<file path="src/rtl/imgr_pkg.sv">
// Overview of operation
// (RULE_01) main mask: bits 5,4,3,2,0 mask error2, error1, port, slot, ready; reset 3dh
// (RULE_02) error2 mask bit ignored while the 16-bit host interface is selected
// (RULE_03) error mask one bits 1..0 gate clock failures, reset 3fh; mask two 0ffh
// (RULE_04) read-only port input register mirrors the eight port lines
// (RULE_05) write-only port output register, eight bits, resets to 00h
// (RULE_06) direction bit 0 makes line input, 1 output; all inputs after reset
// (RULE_07) change mask bit 0 enables detection on its line; resets to 0ffh
// (RULE_08) change flag bit reads 1 once a change was seen on that line
// (RULE_09) flag address returns identifier after hardware reset, 00h after software reset
// (RULE_10) slot value command shows the 8-bit slot value in readback
// (RULE_11) pll readback: bits 3..0 source select, bits 6..4 reference frequency code
// (RULE_12) clock output readback returns 00, 01 or 10 for selected clock
// (RULE_13) configuration readbacks echo stored parameter bits at their documented positions
// (RULE_14) aux clock line readback bit 0: 0 clock, 1 frame signal
// (RULE_15) clock-mode aux line: bits 3..1 encode source code 000 to 110
// (RULE_16) frame-mode aux line: bit 1 edge, bits 7..2 low six offset bits
// (RULE_17) line configuration readback bits 1..0 give the line data rate
// (RULE_18) bit shift readback: bit 0 sampling edge, bits 3..1 shift value
// (RULE_19) for input lines bit 4 tells rising or falling frame sync byte
// (RULE_20) software picks the readback view with a 4-bit read-configuration selector
// (RULE_21) main status port-change bit sets on any enabled detected input change
// (RULE_22) interrupt request asserts while any unmasked status indication is set
package imgr_pkg;
  localparam logic [7:0] IMGR_OFF_MAIN_MASK = 8'h12;
  localparam logic [7:0] IMGR_OFF_ERR_MASK1 = 8'h14;
  localparam logic [7:0] IMGR_OFF_ERR_MASK2 = 8'h15;
  localparam logic [7:0] IMGR_OFF_PORT_IN = 8'h16;
  localparam logic [7:0] IMGR_OFF_PORT_OUT = 8'h18;
  localparam logic [7:0] IMGR_OFF_PORT_DIR = 8'h1a;
  localparam logic [7:0] IMGR_OFF_PORT_MASK = 8'h1b;
  localparam logic [7:0] IMGR_OFF_PORT_FLAGS = 8'h1c;
  localparam logic [7:0] IMGR_OFF_READBACK = 8'h1e;
  localparam logic [7:0] IMGR_OFF_STATUS = 8'h0e;
  localparam logic [7:0] IMGR_RST_MAIN_MASK = 8'h3d;
  localparam logic [7:0] IMGR_RST_ERR_MASK1 = 8'h3f;
  localparam logic [7:0] IMGR_RST_ERR_MASK2 = 8'hff;
  localparam logic [7:0] IMGR_RST_PORT_OUT = 8'h00;
  localparam logic [7:0] IMGR_RST_PORT_DIR = 8'h00;
  localparam logic [7:0] IMGR_RST_PORT_MASK = 8'hff;
  localparam logic [7:0] IMGR_RST_ZERO = 8'h00;
  localparam int IMGR_BIT_ERR2 = 5;
  localparam int IMGR_BIT_ERR1 = 4;
  localparam int IMGR_BIT_PORT = 3;
  localparam int IMGR_BIT_SLOT = 2;
  localparam int IMGR_BIT_READY = 0;
  localparam logic [7:0] IMGR_MAIN_MASK_USED = 8'h3d;
  localparam logic [7:0] IMGR_ERR1_MASK_USED = 8'h03;
  // readback views, last command decides
  typedef enum logic [6:0] {
    IMGR_RB_NONE = 7'b000_0001,
    IMGR_RB_SLOT = 7'b000_0010,
    IMGR_RB_CONFIG = 7'b000_0100,
    IMGR_RB_AUXCLK = 7'b000_1000,
    IMGR_RB_LINE = 7'b001_0000,
    IMGR_RB_SHIFT = 7'b010_0000,
    IMGR_RB_HOLD = 7'b100_0000
  } imgr_rb_t;
  localparam logic [3:0] IMGR_SEL_PLL = 4'b0001;
  localparam logic [3:0] IMGR_SEL_CLKOUT = 4'b0101;
  localparam logic [3:0] IMGR_SEL_PHASE = 4'b1001;
  localparam logic [3:0] IMGR_SEL_EXTFREQ = 4'b1010;
  localparam logic [3:0] IMGR_SEL_PARALLEL = 4'b1011;
  localparam logic [3:0] IMGR_SEL_IRQPIN = 4'b1100;
  localparam logic [3:0] IMGR_SEL_STANDBY = 4'b1101;
  localparam logic [3:0] IMGR_SEL_LOOP = 4'b1110;
  localparam logic [3:0] IMGR_SEL_RANGE = 4'b1111;
endpackage

</file>
<file path="src/rtl/imgr_top.sv">
`timescale 1ns/100ps
module imgr_top import imgr_pkg::*; #(
  // arbitrary neutral identifier value
  parameter logic [7:0] PART_IDENTIFIER = 8'h5a
) (
  // clock and resets
  input wire logic core_clk,
  input wire logic rst,
  input wire logic soft_rst,
  // register port
  input wire logic [7:0] reg_addr,
  input wire logic [7:0] reg_wdata,
  input wire logic reg_wr,
  input wire logic reg_rd,
  output logic [7:0] reg_rdata,
  // host interface width
  input wire logic host_16bit,
  // status events from the core
  input wire logic ready_ind,
  input wire logic slot_arrived,
  input wire logic error_one_change,
  input wire logic error_two_change,
  input wire logic network_clock_fail_a,
  input wire logic network_clock_fail_b,
  input wire logic [7:0] err2_status,
  // readback command and stored configuration from the core
  input wire logic rb_cmd,
  input wire logic [2:0] rb_kind,
  input wire logic [3:0] rb_select,
  input wire logic [7:0] slot_value,
  input wire logic [3:0] pll_source,
  input wire logic [2:0] pll_freq,
  input wire logic [1:0] clkout_sel,
  input wire logic phase_align,
  input wire logic ext_freq,
  input wire logic parallel_mode,
  input wire logic [2:0] irq_pin_setup,
  input wire logic [1:0] standby_loop_sb,
  input wire logic [1:0] standby_loop_lp,
  input wire logic [3:0] rate_range,
  input wire logic aux_is_frame,
  input wire logic [2:0] aux_clk_src,
  input wire logic aux_frame_edge,
  input wire logic [5:0] aux_offset_low,
  input wire logic [1:0] line_rate,
  input wire logic shift_edge,
  input wire logic [2:0] shift_value,
  input wire logic shift_for_input,
  input wire logic shift_byte_fall,
  // port lines
  input wire logic [7:0] port_line_bits_in,
  output logic [7:0] port_line_bits_out,
  output logic [7:0] port_line_bits_oe,
  // status out
  output logic port_change,
  output logic interrupt_request_pin
);
  logic [7:0] main_mask_reg, err_mask1_reg, err_mask2_reg;
  logic [7:0] port_out_reg, port_dir_reg, port_mask_reg, flags_reg;
  logic [7:0] sync1_reg, sync2_reg, sync3_reg, level_reg;
  logic id_valid_reg;
  logic [7:0] rb_reg, rb_next;
  imgr_rb_t rb_state_reg;
  logic [7:0] rdata_next;
  logic [7:0] change;
  logic [7:0] status_vec;
  logic [7:0] main_eff_mask;

  function automatic logic hit(input logic [7:0] a, input logic [7:0] off);
    hit = (a == off);
  endfunction

  // software-writable masks
  always_ff @(posedge core_clk or posedge rst) begin
    if (rst) begin
      main_mask_reg <= IMGR_RST_MAIN_MASK; // RULE_01
      err_mask1_reg <= IMGR_RST_ERR_MASK1; // RULE_03
      err_mask2_reg <= IMGR_RST_ERR_MASK2; // RULE_03
    end else if (soft_rst) begin
      main_mask_reg <= IMGR_RST_MAIN_MASK;
      err_mask1_reg <= IMGR_RST_ERR_MASK1;
      err_mask2_reg <= IMGR_RST_ERR_MASK2;
    end else if (reg_wr) begin
      if (hit(reg_addr, IMGR_OFF_MAIN_MASK))
        main_mask_reg <= reg_wdata & IMGR_MAIN_MASK_USED; // RULE_01
      if (hit(reg_addr, IMGR_OFF_ERR_MASK1))
        err_mask1_reg <= reg_wdata; // RULE_03
      if (hit(reg_addr, IMGR_OFF_ERR_MASK2))
        err_mask2_reg <= reg_wdata; // RULE_03
    end
  end

  // port registers
  always_ff @(posedge core_clk or posedge rst) begin
    if (rst) begin
      port_out_reg <= IMGR_RST_PORT_OUT; // RULE_05
      port_dir_reg <= IMGR_RST_PORT_DIR; // RULE_06
      port_mask_reg <= IMGR_RST_PORT_MASK; // RULE_07
    end else if (soft_rst) begin
      port_out_reg <= IMGR_RST_PORT_OUT;
      port_dir_reg <= IMGR_RST_PORT_DIR;
      port_mask_reg <= IMGR_RST_PORT_MASK;
    end else if (reg_wr) begin
      if (hit(reg_addr, IMGR_OFF_PORT_OUT))
        port_out_reg <= reg_wdata; // RULE_05
      if (hit(reg_addr, IMGR_OFF_PORT_DIR))
        port_dir_reg <= reg_wdata; // RULE_06
      if (hit(reg_addr, IMGR_OFF_PORT_MASK))
        port_mask_reg <= reg_wdata; // RULE_07
    end
  end

  assign port_line_bits_out = port_out_reg;
  assign port_line_bits_oe = port_dir_reg; // RULE_06

  // three-stage synchroniser; change counts when stages two and three agree
  always_ff @(posedge core_clk or posedge rst) begin
    if (rst) begin
      sync1_reg <= IMGR_RST_ZERO;
      sync2_reg <= IMGR_RST_ZERO;
      sync3_reg <= IMGR_RST_ZERO;
      level_reg <= IMGR_RST_ZERO;
    end else begin
      sync1_reg <= port_line_bits_in;
      sync2_reg <= sync1_reg;
      sync3_reg <= sync2_reg;
      for (int i = 0; i < 8; i++) begin
        if (sync2_reg[i] == sync3_reg[i])
          level_reg[i] <= sync3_reg[i]; // RULE_04
      end
    end
  end

  // only input lines with detection enabled can flag
  for (genvar g = 0; g < 8; g++) begin : g_det
    assign change[g] = (sync2_reg[g] == sync3_reg[g]) && (sync3_reg[g] != level_reg[g])
                       && !port_mask_reg[g] && !port_dir_reg[g]; // RULE_07
  end

  // flags clear on read; a change in the read cycle wins over the clear
  always_ff @(posedge core_clk or posedge rst) begin
    if (rst) begin
      flags_reg <= IMGR_RST_ZERO;
      id_valid_reg <= 1'b1;
    end else if (soft_rst) begin
      flags_reg <= IMGR_RST_ZERO;
      id_valid_reg <= 1'b0; // RULE_09
    end else begin
      if (reg_rd && hit(reg_addr, IMGR_OFF_PORT_FLAGS)) begin
        flags_reg <= change; // RULE_08
        id_valid_reg <= 1'b0;
      end else begin
        flags_reg <= flags_reg | change; // RULE_08
      end
      if (|change)
        id_valid_reg <= 1'b0;
    end
  end

  assign port_change = |flags_reg; // RULE_21

  // readback view, selected by last read command
  always_ff @(posedge core_clk or posedge rst) begin
    if (rst) begin
      rb_state_reg <= IMGR_RB_NONE;
      rb_reg <= IMGR_RST_ZERO;
    end else begin
      if (rb_cmd) begin
        case (rb_kind)
          3'd1: rb_state_reg <= IMGR_RB_SLOT;
          3'd2: rb_state_reg <= IMGR_RB_CONFIG; // RULE_20
          3'd3: rb_state_reg <= IMGR_RB_AUXCLK;
          3'd4: rb_state_reg <= IMGR_RB_LINE;
          3'd5: rb_state_reg <= IMGR_RB_SHIFT;
          default: rb_state_reg <= IMGR_RB_HOLD;
        endcase
      end
      rb_reg <= rb_next;
    end
  end

  always_comb begin
    rb_next = IMGR_RST_ZERO;
    case (rb_state_reg)
      IMGR_RB_SLOT: rb_next = slot_value; // RULE_10
      IMGR_RB_CONFIG: begin
        case (rb_select)
          IMGR_SEL_PLL: rb_next = {1'b0, pll_freq, pll_source}; // RULE_11
          IMGR_SEL_CLKOUT: rb_next = {6'd0, clkout_sel}; // RULE_12
          IMGR_SEL_PHASE: rb_next = {4'd0, phase_align, 3'd0}; // RULE_13
          IMGR_SEL_EXTFREQ: rb_next = {7'd0, ext_freq}; // RULE_13
          IMGR_SEL_PARALLEL: rb_next = {7'd0, parallel_mode}; // RULE_13
          IMGR_SEL_IRQPIN: rb_next = {5'd0, irq_pin_setup}; // RULE_13
          IMGR_SEL_STANDBY: rb_next = {6'd0, standby_loop_sb}; // RULE_13
          IMGR_SEL_LOOP: rb_next = {6'd0, standby_loop_lp}; // RULE_13
          IMGR_SEL_RANGE: rb_next = {4'd0, rate_range}; // RULE_13
          default: rb_next = IMGR_RST_ZERO;
        endcase
      end
      IMGR_RB_AUXCLK: begin
        if (aux_is_frame)
          rb_next = {aux_offset_low, aux_frame_edge, 1'b1}; // RULE_14 RULE_16
        else
          rb_next = {4'd0, aux_clk_src, 1'b0}; // RULE_14 RULE_15
      end
      IMGR_RB_LINE: rb_next = {6'd0, line_rate}; // RULE_17
      IMGR_RB_SHIFT: begin
        rb_next = {4'd0, shift_value, shift_edge}; // RULE_18
        if (shift_for_input)
          rb_next[4] = shift_byte_fall; // RULE_19
      end
      IMGR_RB_HOLD: rb_next = rb_reg;
      default: rb_next = IMGR_RST_ZERO;
    endcase
  end

  // interrupt request from unmasked indications
  always_comb begin
    main_eff_mask = main_mask_reg;
    if (host_16bit)
      main_eff_mask[IMGR_BIT_ERR2] = 1'b1; // RULE_02
    status_vec = IMGR_RST_ZERO;
    status_vec[IMGR_BIT_READY] = ready_ind;
    status_vec[IMGR_BIT_SLOT] = slot_arrived;
    status_vec[IMGR_BIT_PORT] = port_change; // RULE_21
    status_vec[IMGR_BIT_ERR1] = error_one_change;
    status_vec[IMGR_BIT_ERR2] = error_two_change;
  end

  assign interrupt_request_pin = |(status_vec & ~main_eff_mask & IMGR_MAIN_MASK_USED)
    | |({network_clock_fail_b, network_clock_fail_a} & ~err_mask1_reg[1:0]) // RULE_03
    | |(err2_status & ~err_mask2_reg); // RULE_22

  // read data, one cycle after the strobe; unmapped reads zero
  always_comb begin
    rdata_next = IMGR_RST_ZERO;
    case (reg_addr)
      IMGR_OFF_MAIN_MASK: rdata_next = main_mask_reg;
      IMGR_OFF_ERR_MASK1: rdata_next = err_mask1_reg;
      IMGR_OFF_ERR_MASK2: rdata_next = err_mask2_reg;
      IMGR_OFF_PORT_IN: rdata_next = level_reg; // RULE_04
      IMGR_OFF_PORT_DIR: rdata_next = port_dir_reg;
      IMGR_OFF_PORT_MASK: rdata_next = port_mask_reg;
      IMGR_OFF_PORT_FLAGS: rdata_next = id_valid_reg ? PART_IDENTIFIER : flags_reg; // RULE_09
      IMGR_OFF_READBACK: rdata_next = rb_reg;
      IMGR_OFF_STATUS: rdata_next = status_vec;
      default: rdata_next = IMGR_RST_ZERO;
    endcase
  end

  always_ff @(posedge core_clk or posedge rst) begin
    if (rst)
      reg_rdata <= IMGR_RST_ZERO;
    else if (reg_rd)
      reg_rdata <= rdata_next;
    else
      reg_rdata <= IMGR_RST_ZERO;
  end

  chk_main_mask_reset: assert property (@(posedge core_clk) // RULE_01
    $fell(rst) |-> main_mask_reg == IMGR_RST_MAIN_MASK)
    else $error("main mask reset value wrong");
  chk_err_mask_reset: assert property (@(posedge core_clk) // RULE_03
    $fell(rst) |-> err_mask1_reg == IMGR_RST_ERR_MASK1 && err_mask2_reg == IMGR_RST_ERR_MASK2)
    else $error("error mask reset value wrong");
  chk_port_reset: assert property (@(posedge core_clk) // RULE_05 RULE_06 RULE_07
    $fell(rst) |-> port_out_reg == IMGR_RST_PORT_OUT && port_dir_reg == IMGR_RST_PORT_DIR
    && port_mask_reg == IMGR_RST_PORT_MASK)
    else $error("port reset value wrong");
  chk_err2_ignored: assert property (@(posedge core_clk) disable iff (rst) // RULE_02
    host_16bit && error_two_change && !slot_arrived && !ready_ind && !error_one_change
    && !port_change && !network_clock_fail_a && !network_clock_fail_b && err2_status == 0
    |-> !interrupt_request_pin)
    else $error("error2 indication leaks in 16-bit mode");
  chk_err_mask_gate: assert property (@(posedge core_clk) disable iff (rst) // RULE_03
    network_clock_fail_a && !err_mask1_reg[0] |-> interrupt_request_pin)
    else $error("unmasked clock failure gives no request");
  chk_err2_gate: assert property (@(posedge core_clk) disable iff (rst) // RULE_03
    |(err2_status & ~err_mask2_reg) |-> interrupt_request_pin)
    else $error("unmasked error status gives no request");
  chk_irq_unmasked: assert property (@(posedge core_clk) disable iff (rst) // RULE_22
    (ready_ind && !main_mask_reg[IMGR_BIT_READY])
    || (slot_arrived && !main_mask_reg[IMGR_BIT_SLOT])
    || (error_one_change && !main_mask_reg[IMGR_BIT_ERR1]) |-> interrupt_request_pin)
    else $error("unmasked indication gives no request");
  chk_port_out_write: assert property (@(posedge core_clk) // RULE_05
    disable iff (rst || soft_rst)
    reg_wr && reg_addr == IMGR_OFF_PORT_OUT |=> port_line_bits_out == $past(reg_wdata))
    else $error("port output write lost");
  chk_dir_oe: assert property (@(posedge core_clk) disable iff (rst) // RULE_06
    port_line_bits_oe == port_dir_reg)
    else $error("direction not applied");
  chk_masked_line: assert property (@(posedge core_clk) disable iff (rst) // RULE_07
    port_mask_reg[0] |=> !(flags_reg[0] && !$past(flags_reg[0])))
    else $error("masked line raised a flag");
  chk_flag_sticky: assert property (@(posedge core_clk) // RULE_08
    disable iff (rst || soft_rst) flags_reg[0] && !reg_rd |=> flags_reg[0])
    else $error("change flag dropped without read");
  chk_soft_id: assert property (@(posedge core_clk) disable iff (rst) // RULE_09
    soft_rst |=> !id_valid_reg ##0 flags_reg == 8'h00)
    else $error("software reset did not clear flags");
  chk_id_after_reset: assert property (@(posedge core_clk) // RULE_09
    $fell(rst) |-> id_valid_reg && flags_reg == 8'h00)
    else $error("identifier not shown after reset");
  chk_read_latency: assert property (@(posedge core_clk) disable iff (rst)
    !reg_rd |=> reg_rdata == 8'h00)
    else $error("read data outside answer cycle");
  chk_flag_set: assert property (@(posedge core_clk) // RULE_08
    disable iff (rst || soft_rst) |change |=> (flags_reg & $past(change)) == $past(change))
    else $error("detected change not flagged");
  chk_port_change_set: assert property (@(posedge core_clk) // RULE_21
    disable iff (rst || soft_rst) |change |=> port_change)
    else $error("port change bit not set");
  chk_port_in_read: assert property (@(posedge core_clk) disable iff (rst) // RULE_04
    reg_rd && reg_addr == IMGR_OFF_PORT_IN |=> reg_rdata == $past(level_reg))
    else $error("port input read wrong");
  chk_slot_view: assert property (@(posedge core_clk) disable iff (rst) // RULE_10
    rb_state_reg == IMGR_RB_SLOT |=> rb_reg == $past(slot_value))
    else $error("slot readback wrong");
  chk_pll_view: assert property (@(posedge core_clk) disable iff (rst) // RULE_11
    rb_state_reg == IMGR_RB_CONFIG && rb_select == IMGR_SEL_PLL
    |=> rb_reg == {1'b0, $past(pll_freq), $past(pll_source)})
    else $error("pll readback wrong");
  chk_clkout_view: assert property (@(posedge core_clk) disable iff (rst) // RULE_12
    rb_state_reg == IMGR_RB_CONFIG && rb_select == IMGR_SEL_CLKOUT
    |=> rb_reg == {6'h00, $past(clkout_sel)})
    else $error("clock output readback wrong");
  chk_aux_clock_view: assert property (@(posedge core_clk) disable iff (rst) // RULE_15
    rb_state_reg == IMGR_RB_AUXCLK && !aux_is_frame
    |=> rb_reg == {4'h0, $past(aux_clk_src), 1'b0})
    else $error("aux clock readback wrong");
  chk_aux_frame_view: assert property (@(posedge core_clk) disable iff (rst) // RULE_16
    rb_state_reg == IMGR_RB_AUXCLK && aux_is_frame
    |=> rb_reg == {$past(aux_offset_low), $past(aux_frame_edge), 1'b1})
    else $error("aux frame readback wrong");
  chk_line_view: assert property (@(posedge core_clk) disable iff (rst) // RULE_17
    rb_state_reg == IMGR_RB_LINE |=> rb_reg == {6'h00, $past(line_rate)})
    else $error("line rate readback wrong");
  chk_shift_view: assert property (@(posedge core_clk) disable iff (rst) // RULE_18
    rb_state_reg == IMGR_RB_SHIFT |=> rb_reg[3:0] == {$past(shift_value), $past(shift_edge)})
    else $error("bit shift readback wrong");
  chk_shift_byte: assert property (@(posedge core_clk) disable iff (rst) // RULE_19
    rb_state_reg == IMGR_RB_SHIFT && shift_for_input |=> rb_reg[4] == $past(shift_byte_fall))
    else $error("byte shift readback wrong");
  cov_port_flag: cover property (@(posedge core_clk) disable iff (rst) $rose(port_change));
  cov_irq: cover property (@(posedge core_clk) disable iff (rst) $rose(interrupt_request_pin));
  cov_id_read: cover property (@(posedge core_clk) disable iff (rst)
    reg_rd && reg_addr == IMGR_OFF_PORT_FLAGS && id_valid_reg);
  cov_hold_view: cover property (@(posedge core_clk) disable iff (rst) rb_state_reg == IMGR_RB_HOLD);
  cov_soft_reset: cover property (@(posedge core_clk) $fell(soft_rst));
endmodule

</file>
<file path="config.mk">
export PLATFORM = sky130hd
export DESIGN_NAME = imgr_top
export DESIGN_NICKNAME = d
export VERILOG_FILES = /design/src/rtl/imgr_pkg.sv /design/src/rtl/imgr_top.sv
export SDC_FILE = /design/constraint.sdc
export NUM_CORES = 1
export LEC_CHECK = 0
export BUFFER_PORTS_ARGS = -buffer_cell sky130_fd_sc_hd__clkbuf_2
export CAP_MARGIN = 20
export CORE_UTILIZATION = 30
export DETAILED_ROUTE_END_ITERATION = 6
export PLACE_DENSITY_LB_ADDON = 0.08
export SLEW_MARGIN = 20
export SYNTH_ARGS = -nofsm -noshare
export SYNTH_HDL_FRONTEND = slang
export SYNTH_SLANG_ARGS = --single-unit
</file>
<file path="constraint.sdc">
create_clock -name core_clk -period 3.1 [get_ports core_clk]
set_input_delay 0.31 -clock core_clk [delete_from_list [all_inputs] [get_ports core_clk]]
set_output_delay 0.31 -clock core_clk [all_outputs]
set_load 0.01 [all_outputs]
</file>
==> impl_metrics.yaml <==
logic_synthesis:
  yosysUniqueCellTypes: 67
  synth_enable_flop_cells: 0
  yosysWarnings: 0
  async_reset_ff_share_pct: 100
  synth_top_cells_by_area: "dfrtp_1 (36%), dfstp_2 (14%), mux2i_1 (5.0%)"
  synth_ff_type: "dfrtp_1"
  synth.avg_cell_area_um2: 10.2
  synth_top_area_share_pct: 35.7
  synth_area_um2: 5600
  synth_area_leader_cell: "dfrtp_1"
  ys_seq_area_share_pct: 49.3
  postSynthCellCount: 552
  synth-seq-cells: 109
  synth_nets: 654
layout:
  synthToLayoutAreaGrowth_pct: 20.4
  layout_common_cells: "clkbuf_2 (127), dfrtp_1 (80), nor2_1 (53), nand2_1 (49), dfstp_2 (29)"
  seqCellArea_um2: 2760
  multi_input_area_um2: 2600
  final_common_cell: "clkbuf_2"
  fin_util_pct: 37.2
  fin_cells: 899
  fillers: 1863
  final_layout_size_suffix_gt1_share_pct: 29.6
  diodes: 0
  nets: 767
clocking:
  insertion_delay_ps: 360
  post_cts_buffers: 0
  clockBufferDepth: 2
  cts-root-buf: "clkbuf_16"
  cts_tree: "yes"
  cts_buffers: 9
  clk_pin_slew_worst_paths_ps: 70
  hold_buffers: 0
  h-tree-depth: 3
  clock_sinks: 109
  cts_resized: 0
place:
  dp_hpwl_mm: 13.6
  numPortBuffers: 127
  place_congestion: 0.889
  pre_cts_slack_ps: 849
  dp_cells: 883
sta:
  worst_slack_ps: 873
  hold_viol_final: 0
  worst_pin_slew_ps: 903
  fin_crit_sh_pct: 71.8
  timing.setup.tns_ps: 0
  setup_viol: 0
  fin_worst_skew_ps: 8.38
  rsz0062_at_grt: "false"
  fmax_mhz: 449
  report.final.slew_viol_count: 0
  maxSlewHeadroom_pct: 39.8
  min_period_ps: 2230
flow_run:
  max_cap_viol_count: 0
power:
  switching_power_uw: 760
  seq_power_share_pct: 50.9
  p_per_area_nw_per_um2: 439
  irDropWorstVdd_mv: 0.252
  total_power_uw: 2970
  power.leakage_uw: 0.00312
  p_clk_share_pct: 38.0
  swShare_pct: 25.6
  internal_power_uw: 2200
  p_comb_share_pct: 11.1
worst_setup_path:
  startpoint_type: "flop"
  rr_worst_depth: 4
  end_kind: "output port"
  worstPathArrival_ps: 1920
  cp.required_ps: 2790
  path_class: "reg -> out"
  path_max_fanout: 3
route:
  drt_iter0_drc: 257
  drc: 18
  wire_per_inst_um: 19.9
  routed_wirelength_mm: 17.9
  via_per_inst: 5.34
  drt_pre_antenna_iters: 7
  via_count: 4800
  ant_nets: 0
global_route:
  grt_first_pass_wirelength_mm: 28.1
  grt_max_degree: 79
  gr-total-overflow: 0
  grt_use_total_pct: 19.1
  grt_pass1_vias: 4889
  antenna_found_initial: 0
outcome:
  violations: "DRC"
  outcome: "finished with violations"
worst_hold_path:
  hold_class: "in -> async"
die:
  design.core.area_um2: 18100
  die_x_um: 139
  core.rowCount: 49
  ios: 128
  start_util_pct: 30.9
  die_h_um: 139
  die-area_um2: 19200
==> path summary, 6_finish.rpt <==
path                                            from               endpoint  slack, ps
min in group core_clk           port_line_bits_in[7]           sync1_reg[7]         50
worst min-delay path                             rst           reg_rdata[1]         40
worst max register to register       rb_state_reg[1]              rb_reg[0]       1130
worst max-delay path                main_mask_reg[4]  interrupt_request_pin        870
max in group asynchronous                        rst       main_mask_reg[4]       2680
worst min register to register          sync1_reg[1]           sync2_reg[1]        350
==> worst max-delay path: stages, from the launching register on <==
cell and delay (ps):
dfstp_2 560, inv_1 40, a222oi_1 310, nor4b_1 280
o2111ai_1 190, clkbuf_2 170
==> through the flow <==
step	hold WS, ps	instance area, µm²
after floorplan	331	5610
after global placement	332	6460
after detailed placement	335	6460
after CTS	37.1	6750
after global routing	33.9	6750
final	40.4	6750
==> area by class of cell <==
class,instances,area share (%)
Tap cell,229,4.25
Multi-Input combinational cell,384,38.6
Clock buffer,12,3.80
Inverter,27,1.56
Timing Repair Buffer,134,10.4
Clock inverter,4,0.464
Sequential cell,109,41.0
==> cell families (layout without fill, tap and decap cells) <==
logic type | count (synthesis) | after routing | share of synthesized area (%)
buffers and inverters | 59 | 177 | 4.22
flip-flops | 109 | 109 | 49.3
AND/OR/NAND/NOR | 219 | 219 | 22.6
adder cells (fa/ha/maj) | 8 | 8 | 1.43
AO/OA/AOI/OAI | 123 | 123 | 15.9
multiplexers | 34 | 34 | 6.61
==> synth_stat cells (5+ instances only) <==
cell type,n
a21oi_1,27
dfstp_2,29
nor3_1,10
nand3_1,10
mux2i_1,28
nand3b_1,20
dfrtp_1,80
a32oi_1,6
maj3_1,8
and3b_1,8
clkbuf_1,19
a211o_1,17
nor2_1,53
and3_1,7
nor3b_1,10
buf_2,12
nor2b_1,11
nand2b_1,7
inv_1,27
a31oi_1,5
o22ai_1,5
nand2_1,49
o21ai_0,19
a22oi_1,6
==> per-layer routing <==
metal	vias to the layer above	wire length (µm)	global-route usage, %
li1	2247	-	-
met4	0	487	7.89
met5	-	0	0
met1	2360	8080	25.2
met3	26	1150	4.42
met2	167	8150	30.1
==> power by group through the flow <==
| stage | combinational [µW] | sequential [µW] | clock, µW |
|---|---|---|---|
| 2_1_floorplan | 201 | 1520 | 0 |
| 3_3_place_gp | 330 | 1540 | 0 |
| 3_5_place_dp | 330 | 1540 | 0 |
| 4_1_cts | 333 | 1510 | 1160 |
| 5_1_grt | 366 | 1520 | 1220 |
| 6_report | 330 | 1510 | 1130 |
Note: power is estimated with default switching activity, not from simulation.
